**src/include/egrx_pkg.sv**
```systemverilog
// Purpose: constants for the e3 g832 receive overhead status block
// Assumes: apb with 32-bit data, one aligned word per register
// Notes:   byte address of a register is four times its index
package egrx_pkg;
    // register indices; some are not multiples of four, so each index is scaled to a byte address
    localparam logic [11:0] EGRX_MA_IDX     = 12'h130;
    localparam logic [11:0] EGRX_NRGC_IDX   = 12'h132;
    localparam logic [11:0] EGRX_FEC_IDX    = 12'h134;
    localparam logic [11:0] EGRX_PEC_IDX    = 12'h136;
    localparam logic [11:0] EGRX_REC_IDX    = 12'h138;
    localparam logic [11:0] EGRX_CTRL_IDX   = 12'h140;
    localparam logic [11:0] EGRX_ISTAT_IDX  = 12'h144;
    localparam logic [11:0] EGRX_IMASK_IDX  = 12'h148;
    localparam int          EGRX_ADDR_SH    = 2;
    localparam logic [11:0] EGRX_MA_OFS     = EGRX_MA_IDX << EGRX_ADDR_SH;
    localparam logic [11:0] EGRX_NRGC_OFS   = EGRX_NRGC_IDX << EGRX_ADDR_SH;
    localparam logic [11:0] EGRX_FEC_OFS    = EGRX_FEC_IDX << EGRX_ADDR_SH;
    localparam logic [11:0] EGRX_PEC_OFS    = EGRX_PEC_IDX << EGRX_ADDR_SH;
    localparam logic [11:0] EGRX_REC_OFS    = EGRX_REC_IDX << EGRX_ADDR_SH;
    localparam logic [11:0] EGRX_CTRL_OFS   = EGRX_CTRL_IDX << EGRX_ADDR_SH;
    localparam logic [11:0] EGRX_ISTAT_OFS  = EGRX_ISTAT_IDX << EGRX_ADDR_SH;
    localparam logic [11:0] EGRX_IMASK_OFS  = EGRX_IMASK_IDX << EGRX_ADDR_SH;
    // control field and write lane
    localparam int          EGRX_CTRL_TIX   = 0;
    localparam int          EGRX_WR_LANE    = 0;
    // error counter channels
    localparam int          EGRX_N_CNT      = 3;
    localparam int          EGRX_CH_FE      = 0;
    localparam int          EGRX_CH_PE      = 1;
    localparam int          EGRX_CH_RE      = 2;
    localparam int          EGRX_CNT_W      = 16;
    localparam int          EGRX_INT_W      = 6;
    localparam int          EGRX_INTEG_FRM  = 3;
    localparam int          EGRX_INTEG_CW   = 2;
    localparam logic [15:0] EGRX_REG_RST    = 16'h0000;
    localparam logic [15:0] EGRX_CNT_MAX    = 16'hffff;
    // interrupt status bits
    localparam int          EGRX_I_PT       = 0;
    localparam int          EGRX_I_TI       = 1;
    localparam int          EGRX_I_NR       = 2;
    localparam int          EGRX_I_GC       = 3;
    localparam int          EGRX_I_FE       = 4;
    localparam int          EGRX_I_PE       = 5;
endpackage

```
**src/rtl/egrx_status_regs.sv**
```systemverilog
// Purpose: e3 g832 receive overhead status and error count registers on apb
// Assumes: overhead bytes and error pulses come from the framer on pclk
// Notes:   pready always high; unmapped reads return zero, pslverr low
//
// Design decision made here: the APB interface to the registers.
`timescale 1ns/10ps
module egrx_status_regs
    import egrx_pkg::*;
(
    // clock and reset
    input  wire logic        pclk,
    input  wire logic        presetn,
    // apb slave
    input  wire logic        psel,
    input  wire logic        penable,
    input  wire logic        pwrite,
    input  wire logic [11:0] paddr,
    input  wire logic [31:0] pwdata,
    input  wire logic [3:0]  pstrb,
    output logic      [31:0] prdata,
    output logic             pready,
    output logic             pslverr,
    // frame overhead from framer
    input  wire logic        frame_strobe,
    input  wire logic [7:0]  ma_byte,
    input  wire logic [3:0]  ti_bits,
    input  wire logic [7:0]  nr_byte,
    input  wire logic [7:0]  gc_byte,
    // error events
    input  wire logic        framing_error,
    input  wire logic        parity_error,
    input  wire logic        remote_error,
    input  wire logic        perf_monitor_update,
    // interrupt
    output logic             irq
);
    logic [2:0]                 rx_payload_type;
    logic [3:0]                 timing_source_indication;
    logic [3:0]                 ti_stable;
    logic [2:0]                 ma_tail_stable;
    logic [7:0]                 rx_general_comm_byte;
    logic [7:0]                 rx_network_requirement_byte;
    logic [EGRX_CNT_W-1:0]      framing_error_count;
    logic [EGRX_CNT_W-1:0]      parity_error_count;
    logic [EGRX_CNT_W-1:0]      remote_error_count;
    logic                       pt_chg;
    logic                       ti_chg;
    logic                       tail_chg;
    logic                       nr_chg;
    logic                       gc_chg;
    logic                       ti_extract_en;
    logic                       next_ti_extract_en;
    logic [EGRX_INT_W-1:0]      int_status;
    logic [EGRX_INT_W-1:0]      next_int_status;
    logic [EGRX_INT_W-1:0]      int_mask;
    logic [EGRX_INT_W-1:0]      next_int_mask;
    logic [EGRX_INT_W-1:0]      int_events;
    logic [31:0]                next_prdata;
    logic                       wr_acc;
    logic                       rd_acc;
    logic                       wr_lane0;
    logic                       next_irq;

    // per-source error counters, indexed by the channel constants
    logic [EGRX_N_CNT-1:0]      err_evt;
    logic [EGRX_CNT_W-1:0]      err_cnt [EGRX_N_CNT];

    // address match, one flag per register
    logic                       hit_ma;
    logic                       hit_nrgc;
    logic                       hit_fec;
    logic                       hit_pec;
    logic                       hit_rec;
    logic                       hit_ctrl;
    logic                       hit_istat;
    logic                       hit_imask;

    // assembled read words
    logic [31:0]                ma_word;
    logic [31:0]                nrgc_word;
    logic [31:0]                fec_word;
    logic [31:0]                pec_word;
    logic [31:0]                rec_word;
    logic [31:0]                ctrl_word;
    logic [31:0]                istat_word;
    logic [31:0]                imask_word;
    logic [31:0]                rd_word;

    // MA bits 3..5 are ma_byte[5:3], bits 6..8 are ma_byte[2:0] (msb first)
    egrx_integrator #(.W(3)) u_pt (
        .pclk         (pclk),
        .presetn      (presetn),
        .frame_strobe (frame_strobe),
        .sample       (ma_byte[5:3]),
        .stable       (rx_payload_type),
        .changed      (pt_chg)
    );

    egrx_integrator #(.W(4)) u_ti (
        .pclk         (pclk),
        .presetn      (presetn),
        .frame_strobe (frame_strobe),
        .sample       (ti_bits),
        .stable       (ti_stable),
        .changed      (ti_chg)
    );

    egrx_integrator #(.W(3)) u_tail (
        .pclk         (pclk),
        .presetn      (presetn),
        .frame_strobe (frame_strobe),
        .sample       (ma_byte[2:0]),
        .stable       (ma_tail_stable),
        .changed      (tail_chg)
    );

    egrx_integrator #(.W(8)) u_nr (
        .pclk         (pclk),
        .presetn      (presetn),
        .frame_strobe (frame_strobe),
        .sample       (nr_byte),
        .stable       (rx_network_requirement_byte),
        .changed      (nr_chg)
    );

    egrx_integrator #(.W(8)) u_gc (
        .pclk         (pclk),
        .presetn      (presetn),
        .frame_strobe (frame_strobe),
        .sample       (gc_byte),
        .stable       (rx_general_comm_byte),
        .changed      (gc_chg)
    );

    // visible counts lag the events until the next update pulse
    assign err_evt[EGRX_CH_FE] = framing_error;
    assign err_evt[EGRX_CH_PE] = parity_error;
    assign err_evt[EGRX_CH_RE] = remote_error;

    generate
        for (genvar ch = 0; ch < EGRX_N_CNT; ch = ch + 1) begin : g_cnt
            egrx_err_counter u_cnt (
                .pclk                (pclk),
                .presetn             (presetn),
                .err_event           (err_evt[ch]),
                .perf_monitor_update (perf_monitor_update),
                .count               (err_cnt[ch]),
                .nonzero             ()
            );
        end
    endgenerate

    assign framing_error_count = err_cnt[EGRX_CH_FE];
    assign parity_error_count  = err_cnt[EGRX_CH_PE];
    assign remote_error_count  = err_cnt[EGRX_CH_RE];

    // both timing integrators keep running, so a mode change shows an
    // already integrated value at once
    always_comb begin
        if (ti_extract_en) begin
            timing_source_indication = ti_stable;
        end else begin
            timing_source_indication = {1'b0, ma_tail_stable};
        end
    end

    // no wait states: every register is a flop or a wire
    assign pready   = 1'b1;
    assign pslverr  = 1'b0;
    assign wr_acc   = psel && penable && pwrite;
    assign rd_acc   = psel && !penable && !pwrite;
    assign wr_lane0 = wr_acc && pstrb[EGRX_WR_LANE];

    // 16-bit registers sit in the low half of the word, upper bits read zero
    assign ma_word    = {25'h0, rx_payload_type, timing_source_indication};
    assign nrgc_word  = {16'h0, rx_general_comm_byte,
                         rx_network_requirement_byte};
    assign fec_word   = {16'h0, framing_error_count};
    assign pec_word   = {16'h0, parity_error_count};
    assign rec_word   = {16'h0, remote_error_count};
    assign ctrl_word  = {31'h0, ti_extract_en};
    assign istat_word = {26'h0, int_status};
    assign imask_word = {26'h0, int_mask};

    // one address match shared by the read and write paths
    always_comb begin
        hit_ma    = 1'b0;
        hit_nrgc  = 1'b0;
        hit_fec   = 1'b0;
        hit_pec   = 1'b0;
        hit_rec   = 1'b0;
        hit_ctrl  = 1'b0;
        hit_istat = 1'b0;
        hit_imask = 1'b0;
        if (paddr == EGRX_MA_OFS) begin
            hit_ma = 1'b1;
        end else if (paddr == EGRX_NRGC_OFS) begin
            hit_nrgc = 1'b1;
        end else if (paddr == EGRX_FEC_OFS) begin
            hit_fec = 1'b1;
        end else if (paddr == EGRX_PEC_OFS) begin
            hit_pec = 1'b1;
        end else if (paddr == EGRX_REC_OFS) begin
            hit_rec = 1'b1;
        end else if (paddr == EGRX_CTRL_OFS) begin
            hit_ctrl = 1'b1;
        end else if (paddr == EGRX_ISTAT_OFS) begin
            hit_istat = 1'b1;
        end else if (paddr == EGRX_IMASK_OFS) begin
            hit_imask = 1'b1;
        end
    end

    // a timing change event follows whichever source is visible
    always_comb begin
        int_events                = '0;
        int_events[EGRX_I_PT]     = pt_chg;
        int_events[EGRX_I_TI]     = ti_extract_en ? ti_chg : tail_chg;
        int_events[EGRX_I_NR]     = nr_chg;
        int_events[EGRX_I_GC]     = gc_chg;
        int_events[EGRX_I_FE]     = framing_error;
        int_events[EGRX_I_PE]     = parity_error;
    end

    always_comb begin
        next_ti_extract_en = ti_extract_en;
        next_int_mask      = int_mask;
        next_int_status    = int_status;
        // only byte lane 0 carries writable bits
        if (wr_lane0) begin
            if (hit_ctrl) begin
                next_ti_extract_en = pwdata[EGRX_CTRL_TIX];
            end else if (hit_imask) begin
                next_int_mask = pwdata[EGRX_INT_W-1:0];
            end else if (hit_istat) begin
                next_int_status = int_status & ~pwdata[EGRX_INT_W-1:0];
            end
        end
        // set wins over a simultaneous clear
        next_int_status = next_int_status | int_events;
        next_irq        = |(next_int_status & next_int_mask);
    end

    // unmapped addresses read zero
    always_comb begin
        rd_word = 32'h0;
        if (hit_ma) begin
            rd_word = ma_word;
        end else if (hit_nrgc) begin
            rd_word = nrgc_word;
        end else if (hit_fec) begin
            rd_word = fec_word;
        end else if (hit_pec) begin
            rd_word = pec_word;
        end else if (hit_rec) begin
            rd_word = rec_word;
        end else if (hit_ctrl) begin
            rd_word = ctrl_word;
        end else if (hit_istat) begin
            rd_word = istat_word;
        end else if (hit_imask) begin
            rd_word = imask_word;
        end
    end

    // read data registered in setup so it is stable through the access phase
    always_comb begin
        next_prdata = prdata;
        if (rd_acc) begin
            next_prdata = rd_word;
        end
    end

    always_ff @(posedge pclk or negedge presetn) begin
        if (!presetn) begin
            ti_extract_en <= 1'b0;
            int_status    <= '0;
            int_mask      <= '0;
            prdata        <= 32'h0;
            irq           <= 1'b0;
        end else begin
            ti_extract_en <= next_ti_extract_en;
            int_status    <= next_int_status;
            int_mask      <= next_int_mask;
            prdata        <= next_prdata;
            irq           <= next_irq;
        end
    end
endmodule // egrx_status_regs

```
**src/rtl/egrx_integrator.sv**
```systemverilog
// Purpose: persistence filter for one overhead field
// Assumes: frame_strobe pulses once per frame with a new sample
// Notes:   output changes only after EGRX_INTEG_FRM equal samples in a row
`timescale 1ns/10ps
module egrx_integrator
    import egrx_pkg::*;
#(
    parameter int W = 8
) (
    // clock and reset
    input  wire logic         pclk,
    input  wire logic         presetn,
    // sample in
    input  wire logic         frame_strobe,
    input  wire logic [W-1:0] sample,
    // integrated out
    output logic      [W-1:0] stable,
    output logic              changed
);
    logic [W-1:0]              cand;
    logic [W-1:0]              next_cand;
    logic [EGRX_INTEG_CW-1:0]  run;
    logic [EGRX_INTEG_CW-1:0]  next_run;
    logic [W-1:0]              next_stable;
    logic                      next_changed;

    localparam logic [EGRX_INTEG_CW-1:0] RUN_DONE = EGRX_INTEG_CW'(EGRX_INTEG_FRM - 1);

    always_comb begin
        next_cand    = cand;
        next_run     = run;
        next_stable  = stable;
        next_changed = 1'b0;
        if (frame_strobe) begin
            if (sample != cand) begin
                next_cand = sample;
                next_run  = '0;
            end else if (run != RUN_DONE) begin
                next_run = run + 1'b1;
            end
            if (sample == cand && (run == RUN_DONE || run + 1'b1 == RUN_DONE)
                && sample != stable) begin
                next_stable  = sample;
                next_changed = 1'b1;
            end
        end
    end

    always_ff @(posedge pclk or negedge presetn) begin
        if (!presetn) begin
            cand    <= '0;
            run     <= '0;
            stable  <= '0;
            changed <= 1'b0;
        end else begin
            cand    <= next_cand;
            run     <= next_run;
            stable  <= next_stable;
            changed <= next_changed;
        end
    end
endmodule // egrx_integrator

```
**src/rtl/egrx_err_counter.sv**
```systemverilog
// Purpose: error event counter with snapshot on performance update
// Assumes: event and update are single-cycle pulses on pclk
// Notes:   counter saturates; snapshot restarts accumulation
`timescale 1ns/10ps
module egrx_err_counter
    import egrx_pkg::*;
(
    // clock and reset
    input  wire logic                  pclk,
    input  wire logic                  presetn,
    // events
    input  wire logic                  err_event,
    input  wire logic                  perf_monitor_update,
    // visible count
    output logic      [EGRX_CNT_W-1:0] count,
    output logic                       nonzero
);
    logic [EGRX_CNT_W-1:0] acc;
    logic [EGRX_CNT_W-1:0] next_acc;
    logic [EGRX_CNT_W-1:0] next_count;

    always_comb begin
        next_acc   = acc;
        next_count = count;
        if (perf_monitor_update) begin
            next_count = (err_event && acc != EGRX_CNT_MAX) ? acc + 1'b1 : acc;
            next_acc   = EGRX_REG_RST;
        end else if (err_event && acc != EGRX_CNT_MAX) begin
            next_acc = acc + 1'b1;
        end
    end

    always_ff @(posedge pclk or negedge presetn) begin
        if (!presetn) begin
            acc   <= EGRX_REG_RST;
            count <= EGRX_REG_RST;
        end else begin
            acc   <= next_acc;
            count <= next_count;
        end
    end

    assign nonzero = (count != EGRX_REG_RST);
endmodule // egrx_err_counter

```
**config.mk**
```make
export PLATFORM = sky130hd
export DESIGN_NAME = egrx_status_regs
export DESIGN_NICKNAME = d
export VERILOG_FILES = /design/src/include/egrx_pkg.sv /design/src/rtl/egrx_status_regs.sv /design/src/rtl/egrx_integrator.sv /design/src/rtl/egrx_err_counter.sv
export SDC_FILE = /design/constraint.sdc
export NUM_CORES = 1
export LEC_CHECK = 0
export BUFFER_PORTS_ARGS = -buffer_cell sky130_fd_sc_hd__buf_4
export CORE_ASPECT_RATIO = 0.7
export CORE_MARGIN = 2
export CORE_UTILIZATION = 45
export CTS_CLUSTER_SIZE = 28
export DETAILED_ROUTE_END_ITERATION = 8
export PLACE_DENSITY = 0.69
export SLEW_MARGIN = 15
export SYNTH_ARGS = -nofsm -noshare
export SYNTH_HDL_FRONTEND = slang
export SYNTH_SLANG_ARGS = --single-unit
export TNS_END_PERCENT = 100
```
**constraint.sdc**
```tcl
create_clock -name pclk -period 2.9 [get_ports pclk]
set_clock_uncertainty 0.2 [all_clocks]
set_input_delay 0.58 -clock pclk [delete_from_list [all_inputs] [get_ports pclk]]
set_output_delay 0.58 -clock pclk [all_outputs]
set_load 0.1 [all_outputs]
```
=== Word level (Yosys, flattened, before mapping) ===
Index checks and enable logic that the tools add are counted.

* Add/subtract/negate cells: 8
* Multipliers: 0
* Div/mod/pow operators: 0
* Magnitude comparators: 0
* Equal/unequal tests: 41
* Shift operators: 0
* Muxes and demuxes: 79
* Bitwise gates (word level): 4
* Reduce and logical (&&, ||, !) cells: 47

{| class="wikitable"
|+ Operator list
! kind !! number
|-
| $mux 16 || 11
|-
| $eq 12x11->1 const B || 8
|-
| $mux 6 || 10
|-
| $add 16x1->16 const B || 3
|-
| $ne 16x16->1 const B || 3
|-
| $mux 1 || 47
|-
| $ne 8x8->1 || 4
|-
| $reduce_and 2->1 || 16
|-
| $eq 2x2->1 const B || 10
|-
| $mux 2 || 10
|-
| $logic_and 1x1->1 || 18
|-
| $eq 8x8->1 || 2
|-
| $and 6x6->6 || 2
|-
| $ne 3x3->1 || 4
|-
| $add 2x1->2 const B || 5
|-
| $ne 2x2->1 const B || 5
|-
| $reduce_bool 2->1 || 5
|-
| $ne 4x4->1 || 2
|-
| $eq 3x3->1 || 2
|-
| $not 6->6 || 1
|-
| $or 6x6->6 || 1
|-
| $reduce_or 6->1 || 1
|-
| $logic_or 1x1->1 || 5
|-
| $eq 4x4->1 || 1
|-
| other kinds (2) || 3
|}

* Flip-flop bits (word level): 209
* Bits in latches: 0
* RAM bits: 0
* Bits in read-only memories: 0
* Output and inout port bits: 35
* Memories: 0

=== Logic depth before layout (Yosys ltp) ===
Gate-level depths: netlist of run 1.

* Depth after elaboration: 17
* Depth in mapped cells: 9
* Gate-level depth less buffers: 7

=== Hierarchy ===
Synthesis of run 1 repeated with hierarchy kept, for this count alone.

* Cells, all modules: 959
* Area, all modules: 10039.6 µm²

{| class="wikitable"
|+ By module, submodules not included
! module !! instances !! cells an instance !! area each (µm²)
|-
| egrx_err_counter || 3 || 154 || 1516.5
|-
| egrx_status_regs || 1 || 258 || 2269.7
|-
| egrx_integrator (u_gc ...) || 2 || 66 || 899.6
|-
| egrx_integrator (u_pt ...) || 2 || 33 || 437.9
|-
| egrx_integrator (u_ti) || 1 || 41 || 545.5
|}

=== Worst setup path after synthesis of run 1 ===
Ideal clock, no wire load.

* Path type: input to register
* Start: input paddr[9]
* End: register irq
* Setup time: 135 ps
* Arrival time: 2399 ps
* Path slack: 167 ps
* Stages: 7
* Path buffers: 1
* Cells stage by stage: or3b_1 -> buf_6 -> or2_4 -> nor4_4 -> mux2_2 -> a22oi_1 -> nand4_1

* Elaborated cells between the ends (all ways): 39
* Classes of those cells: eq/ne (8); mux (28); bitwise (2); reduce/logical (1)

{| class="wikitable"
|+ RTL lines
! what !! line !! text
|-
| start, declared || egrx_status_regs.sv:17 || <nowiki>input wire logic [11:0] paddr,</nowiki>
|-
| $eq 12x11->1 || egrx_status_regs.sv:209 || <nowiki>end else if (paddr == EGRX_IMASK_OFS) begin</nowiki>
|-
| $mux 1 || egrx_status_regs.sv:209 ||
|-
| $mux 1 || egrx_status_regs.sv:207 || <nowiki>end else if (paddr == EGRX_ISTAT_OFS) begin</nowiki>
|-
| $mux 1 || egrx_status_regs.sv:205 || <nowiki>end else if (paddr == EGRX_CTRL_OFS) begin</nowiki>
|-
| $mux 1 || egrx_status_regs.sv:203 || <nowiki>end else if (paddr == EGRX_REC_OFS) begin</nowiki>
|-
| $mux 1 || egrx_status_regs.sv:201 || <nowiki>end else if (paddr == EGRX_PEC_OFS) begin</nowiki>
|-
| $mux 1 || egrx_status_regs.sv:199 || <nowiki>end else if (paddr == EGRX_FEC_OFS) begin</nowiki>
|-
| $mux 1 || egrx_status_regs.sv:197 || <nowiki>end else if (paddr == EGRX_NRGC_OFS) begin</nowiki>
|-
| $mux 1 || egrx_status_regs.sv:195 || <nowiki>if (paddr == EGRX_MA_OFS) begin</nowiki>
|-
| $mux 6 || egrx_status_regs.sv:233 || <nowiki>end else if (hit_imask) begin</nowiki>
|-
| $mux 6 * || egrx_status_regs.sv:231 || <nowiki>if (hit_ctrl) begin</nowiki>
|-
| $mux 6 * || egrx_status_regs.sv:230 || <nowiki>if (wr_lane0) begin</nowiki>
|-
| net next_int_mask[2] || egrx_status_regs.sv:56 || <nowiki>logic [EGRX_INT_W-1:0] next_int_mask;</nowiki>
|-
| $and 6x6->6 * || egrx_status_regs.sv:241 || <nowiki>next_irq = |(next_int_status & next_int_mask);</nowiki>
|-
| $reduce_or 6->1 * || egrx_status_regs.sv:241 ||
|-
| net next_irq || egrx_status_regs.sv:62 || <nowiki>logic next_irq;</nowiki>
|-
| end signal, assigned || egrx_status_regs.sv:286 || <nowiki>irq <= next_irq;</nowiki>
|-
| end, declared || egrx_status_regs.sv:35 || <nowiki>output logic irq</nowiki>
|}

Mark *: on every way through the listed nets, which the timed path passes. The rest lies on a longest branch.
A chain may end at the register's enable or synchronous reset.

=== Worst setup path in the final report of run 1 ===
* Start: input paddr[7]
* End: register irq

The elaborated chain is that of the path after synthesis.

==> results of run 1 <==
==> registers in the layout, summed over array words and instances, names as in the netlist, 2 cells and up <==
signal and count:
g_cnt.u_cnt.count 48, u_pt.stable 3, u_tail.stable 3, u_nr.run 2
u_ti.run 2, u_pt.run 2, u_nr.stable 8, u_tail.cand 3
int_mask 6, u_ti.cand 4, u_pt.cand 3, int_status 6
u_nr.cand 8, u_tail.run 2, g_cnt.u_cnt.acc 48, u_gc.cand 8
u_gc.stable 8, prdata 16, u_ti.stable 4, u_gc.run 2
==> cell type report <==
cell class / count / area [um2]
multi-input cells: 641 / 4210
repair buffers: 100 / 835
clock buffers: 18 / 429
clock inverters: 14 / 184
fillers: 1835 / 9650
inverters: 27 / 101
flip-flops and latches: 193 / 4830
well taps: 276 / 345
==> layout by cell type (no fill, tap or decap), types with 4 or more instances in the layout <==
cell type  count
buf_4         92
a31oi_1        7
nand4_1       11
nand2b_1       4
conb_1        18
ha_1           8
inv_1         27
nand3_1       22
a21o_1        11
nand3b_1       4
a222oi_1      10
and2_1         6
clkbuf_16     17
clkinv_4       4
buf_12         6
mux2_2        60
nor4_1        10
and3_1        11
or2_2          4
nand2_1       63
a21oi_1       62
mux2i_1       14
nor2_1       122
or3b_2         4
a22oi_1        9
xor2_1        54
xnor2_1       38
o21ai_0       18
and4_1         5
nor2b_1        6
dfrtp_1      193
nor3_1        12
==> critical path, stage by stage <==
cell	delay [ns]
buf_4	0.11
or3b_2	0.50
or2_4	0.27
nor4_4	0.24
buf_4	0.19
mux2_2	0.35
a22oi_1	0.19
nand4_1	0.13
==> layer usage <==
metal,global-route usage,vias up,wire [um]
met1,0.310,3344,10700
met5,0,-,0
met3,0.0321,24,937
met4,0.0632,0,275
li1,-,3258,-
met2,0.290,138,9040
==> where the power goes <==
group	leakage (nW)	total (mW)	internal [mW]	switching, mW
clock network	0.299	2.44	1.37	1.07
logic	2.14	0.792	0.287	0.506
registers	2.52	2.96	2.84	0.113
total	4.96	6.19	4.50	1.69
==> path summary, 6_finish.rpt <==
check,to,cells past startpoint
max in group asynchronous,u_nr.stable[3],3
max,irq,8
min,int_mask[4],3
max reg2reg,g_cnt[1].u_cnt.count[14],7
min reg2reg,prdata[13],1
min in group asynchronous,int_mask[5],2
==> stage by stage <==
step                      power [mW]  cell area [um2]  worst slack [ns]
after global placement          3.78            10300            0.0110
after global routing            6.46            10900             0.364
after floorplan                 3.53             9440             0.167
after detailed placement        3.80            10300           -0.0111
after CTS                       6.24            10900             0.447
final                           6.19            10900             0.445
==> kinds of logic (layout without fill, tap and decap cells) <==
| group | Yosys count | count (layout) | share of synthesized area |
|---|---|---|---|
| AND/OR/NAND/NOR | 295 | 295 | 0.152 |
| AO/OA/AOI/OAI | 154 | 154 | 0.106 |
| XOR/XNOR | 92 | 92 | 0.0859 |
| other | 2 | 18 | 0.000801 |
| multiplexers | 74 | 74 | 0.0870 |
| buffers and inverters | 83 | 159 | 0.0426 |
| adder cells (fa/ha/maj) | 8 | 8 | 0.0107 |
| flip-flops | 193 | 193 | 0.515 |
==> results.yml, run 1 <==
outcome:
  status: "complete, no violations"
sta:
  fmax_mhz: 407
  relSlewSlack: 0.576
  max_slew.worst_pin.slew_ns: 0.633
  tns_ns: 0
  fin_crit_sh: 0.846
  maxSlewViolCount: 0
  setup-violations-final: 0
  rsz0062_at_grt: "false"
  hold_viol: 0
  period_minus_slack_ns: 2.45
  holdWs_ns: 0.181
global_routing:
  overflow: 0
  grt_pass1_vias: 6538
  grt_pass1_wl_um: 34800
  antenna_found_initial: 0
  grt_usage: 0.202
  grt_start_max_net_pins: 62
clock_tree:
  h-tree-depth: 4
  cts_sinks: 193
  clkLatencyLatePin_ns: 0.44
  clkTransAtPathRegs_ns: 0.07
  cts_made_buffers: 17
  clk_path_buf_depth: 2
  postCtsSetupRepairBufs: 0
  cts_resized: 0
  cts_tree: "yes"
  cts-root-buf: "clkbuf_16"
  hold_buffers: 1
yosys:
  synth_edf_count: 0
  seq_area_frac_synth: 0.515
  synth_ff_type: "dfrtp_1"
  synth.most_common_cell: "dfrtp_1"
  synthesis.instances: 901
  ys_ff_latch: 193
  synth_area_per_cell_um2: 10.4
  yosys.cell_types.count: 63
  async_flop_share: 1.00
  synth-warning-count: 0
  yosys-top-cells-area: "dfrtp_1 51%, mux2_2 7.2%, xor2_1 5.0%"
  yosysTopAreaCell: "dfrtp_1"
  syn-cell-area_mm2: 0.00938
  synth_top_cell_area_share: 0.515
  post_synth_most_frequent_cells: "193 x dfrtp_1, 122 x nor2_1, 63 x nand2_1, 62 x a21oi_1, 60 x mux2_2"
finish:
  fin_cells: 1269
  nNetsFinal: 1074
  num_antenna_cells: 0
  final_core_util: 0.531
  drive_above_1_share: 0.209
  area_growth_pct: 16.6
floorplanning:
  start_util: 0.456
  core_mm2: 0.0206
  dieWidth_um: 177
  io_pins: 121
  die_area_mm2: 0.0220
  rows: 44
  dieHeight_um: 125
min_path:
  hold_path_startpoint: "pwdata[4]"
  hp-class: "in2reg"
drt:
  drtPass1Iterations: 6
  wl_per_cell_um: 16.5
  drcViolationCount: 0
  vias: 6764
  detail-route-antenna-nets: 0
  avgViaCountPerCell: 5.33
  wl_um: 20900
  drt_iter0_markers: 527
pwr:
  leakage_nw: 4.96
  powerDensity_mw_per_mm2: 566
  vdd_drop_max_mv: 0.334
place:
  dp_hpwl_um: 15300
  io_buffers: 71
  dp_cells: 1236
  gp_congestion: 0.837
critical_path:
  rrSetupSlack_ns: 0.53
  arrival_ns: 2.56
  cp-start-kind: "primary input"
  r2r_start: "g_cnt[1].u_cnt.acc[0]"
  critPathLaunch: "paddr[7]"
  worstPathRequired_ns: 3.00
  cp-end-kind: "flip-flop"
  crit_type: "in2reg"
  path_max_fanout: 7
run:
  maxCapViolCount: 0
No activity file was read; power rests on OpenSTA's default activity.
==> run 2: changes to the inputs <==
--- a/config.mk
+++ b/config.mk
@@ -11,7 +11,7 @@
 export CORE_UTILIZATION = 45
 export CTS_CLUSTER_SIZE = 28
 export DETAILED_ROUTE_END_ITERATION = 8
-export PLACE_DENSITY = 0.69
+export PLACE_DENSITY = 0.71
 export SLEW_MARGIN = 15
 export SYNTH_ARGS = -nofsm -noshare
 export SYNTH_HDL_FRONTEND = slang
==> constraint.sdc (replaced) <==
create_clock -name pclk -period 2.1 [get_ports pclk]
set_clock_uncertainty 0.2 [all_clocks]
set_input_delay 0.42 -clock pclk [delete_from_list [all_inputs] [get_ports pclk]]
set_output_delay 0.42 -clock pclk [all_outputs]
set_load 0.1 [all_outputs]
==> results.yml, run 2 (synthesized netlist as in run 1, its figures left out) <==
pwr:
  clock_power_share: 0.376
  p_seq_frac: 0.477
  finalPower_mw: 8.58
  powerDensity_mw_per_mm2: 710
  p_comb_frac: 0.147
  p_sw_mw: 2.43
  leakage_nw: 5.54
  switching_share: 0.283
  p_int_mw: 6.15
  vdd_drop_max_mv: 0.427
finish:
  final_common_cell: "dfrtp_1"
  nNetsFinal: 1176
  final_core_util: 0.587
  drive_above_1_share: 0.323
  final_cell_mix: "192 x dfrtp_1, 178 x buf_4, 119 x nor2_1, 62 x nand2_1"
  fillCellCount: 1720
  num_antenna_cells: 0
  area_growth_pct: 28.8
  largestRegisters: "g_cnt.u_cnt.acc (48), g_cnt.u_cnt.count (48), prdata (16)"
  seq_area_mm2: 0.00483
  final_cell_area_mm2: 0.0121
  multi_input_area_mm2: 0.00448
  fin_cells: 1371
floorplanning:
  rows: 44
  dieHeight_um: 125
  io_pins: 121
  die_area_mm2: 0.0220
  dieWidth_um: 177
  start_util: 0.456
  core_mm2: 0.0206
drt:
  wl_um: 22500
  wl_per_cell_um: 16.4
  avgViaCountPerCell: 5.22
  vias: 7161
  detail-route-antenna-nets: 0
  drt_iter0_markers: 599
  drcViolationCount: 0
  drtPass1Iterations: 6
global_routing:
  overflow: 0
  grt_pass1_vias: 6990
  antenna_found_initial: 0
  grt_usage: 0.207
  grt_start_max_net_pins: 56
  grt_pass1_wl_um: 36100
critical_path:
  cp-start-kind: "primary input"
  crit_type: "in2reg"
  crit_chain: "buf_6 -> or4_4 -> buf_6 -> nor4_4 -> buf_6 -> mux2_4 -> a22oi_2 -> nand4_1"
  crit_slowest_cell: "or4_4"
  worstPathRequired_ns: 2.20
  cp_common_cell: "buf_6"
  path_max_fanout: 6
  max_stage_delay_ns: 0.57
  cp-end-kind: "flip-flop"
  arrival_ns: 2.28
outcome:
  failed_checks: "negative setup slack"
  status: "finished, violations left"
sta:
  fin_crit_sh: 1.04
  maxSlewViolCount: 0
  fmax_mhz: 458
  max_slew.worst_pin.slew_ns: 0.515
  period_minus_slack_ns: 2.19
  hold_viol: 0
  setup-violations-final: 3
  relSlewSlack: 0.657
  rsz0062_at_grt: "true"
  holdWs_ns: 0.0451
  fin_ws_ns: -0.0854
clock_tree:
  clkTransAtPathRegs_ns: 0.07
  clkLatencyLatePin_ns: 0.43
  cts_made_buffers: 17
  cts_tree: "yes"
  h-tree-depth: 4
  cts_sinks: 193
  clk_path_buf_depth: 2
  cts-root-buf: "clkbuf_16"
place:
  gp_congestion: 0.880
  io_buffers: 71
  dp_hpwl_um: 16000
  post_dp_cell_area_mm2: 0.0110
  dp_cells: 1319
min_path:
  hp-class: "in2reg"
run:
  maxCapViolCount: 0
-- run 2: final timing paths --
check / start / to / slack [ns] / cells past startpoint
hold reg to reg: u_tail.run[0] / u_tail.run[0] / 0.29 / 1
setup reg to reg: u_gc.cand[2] / u_gc.cand[1] / 0.06 / 7
setup / recovery: paddr[1] / irq / -0.09 / 8
max in group asynchronous: presetn / g_cnt[0].u_cnt.count[8] / 0.76 / 3
min in group asynchronous: presetn / int_status[4] / 0.32 / 2
hold / removal: pwdata[4] / int_mask[4] / 0.05 / 3
-- run 2: repair_timing --
| action | CTS | global route |
|---|---|---|
| gates cloned | 1 | 1 |
| hold endpoints to repair | 43 | 0 |
| hold buffers | 1 | 0 |
| setup endpoints to repair | 19 | 79 |
| gates resized for setup | 20 | 42 |
| pin swaps | 9 | 17 |
| buffers inserted | 6 | 13 |
-- run 2: final cells by class --
class / count / area share
well taps: 276 / 0.0286
flip-flops and latches: 193 / 0.400
multi-input cells: 641 / 0.371
clock inverters: 13 / 0.0119
clock buffers: 19 / 0.0367
inverters: 27 / 0.00839
repair buffers: 202 / 0.144
-- run 2: critical path: cells and delay by family --
kind	cells	cell delay (ns)
mux	1	0.31
buf+inv	3	0.41
compound gates	1	0.19
simple gates	3	0.94
-- run 2: power groups by stage --
stage	sequential [mW]	clock (mW)	combinational, mW
6_report	4.10	3.23	1.26
5_1_grt	4.12	3.44	1.36
4_1_cts	4.09	3.29	1.21
3_5_place_dp	4.15	0	1.18
3_3_place_gp	4.15	0	1.16
2_1_floorplan	4.24	0	0.639
-- run 2: routing by layer --
metal / track usage / share of wire / vias to the layer above
met3: 0.0372 / 0.045 / 21
met2: 0.303 / 0.44 / 160
met5: 0 / 0 / -
met1: 0.317 / 0.50 / 3509
met4: 0.0530 / 0.010 / 0
li1: - / - / 3471
-- run 2: through the flow --
stage               setup WS, ns  TNS, ns
floorplan                 -0.357    -4.52
detailed placement        -0.565   -13.91
global route              -0.143   -0.458
finish                   -0.0854  -0.0898
global placement          -0.501   -12.91
CTS                      -0.0395   -0.207
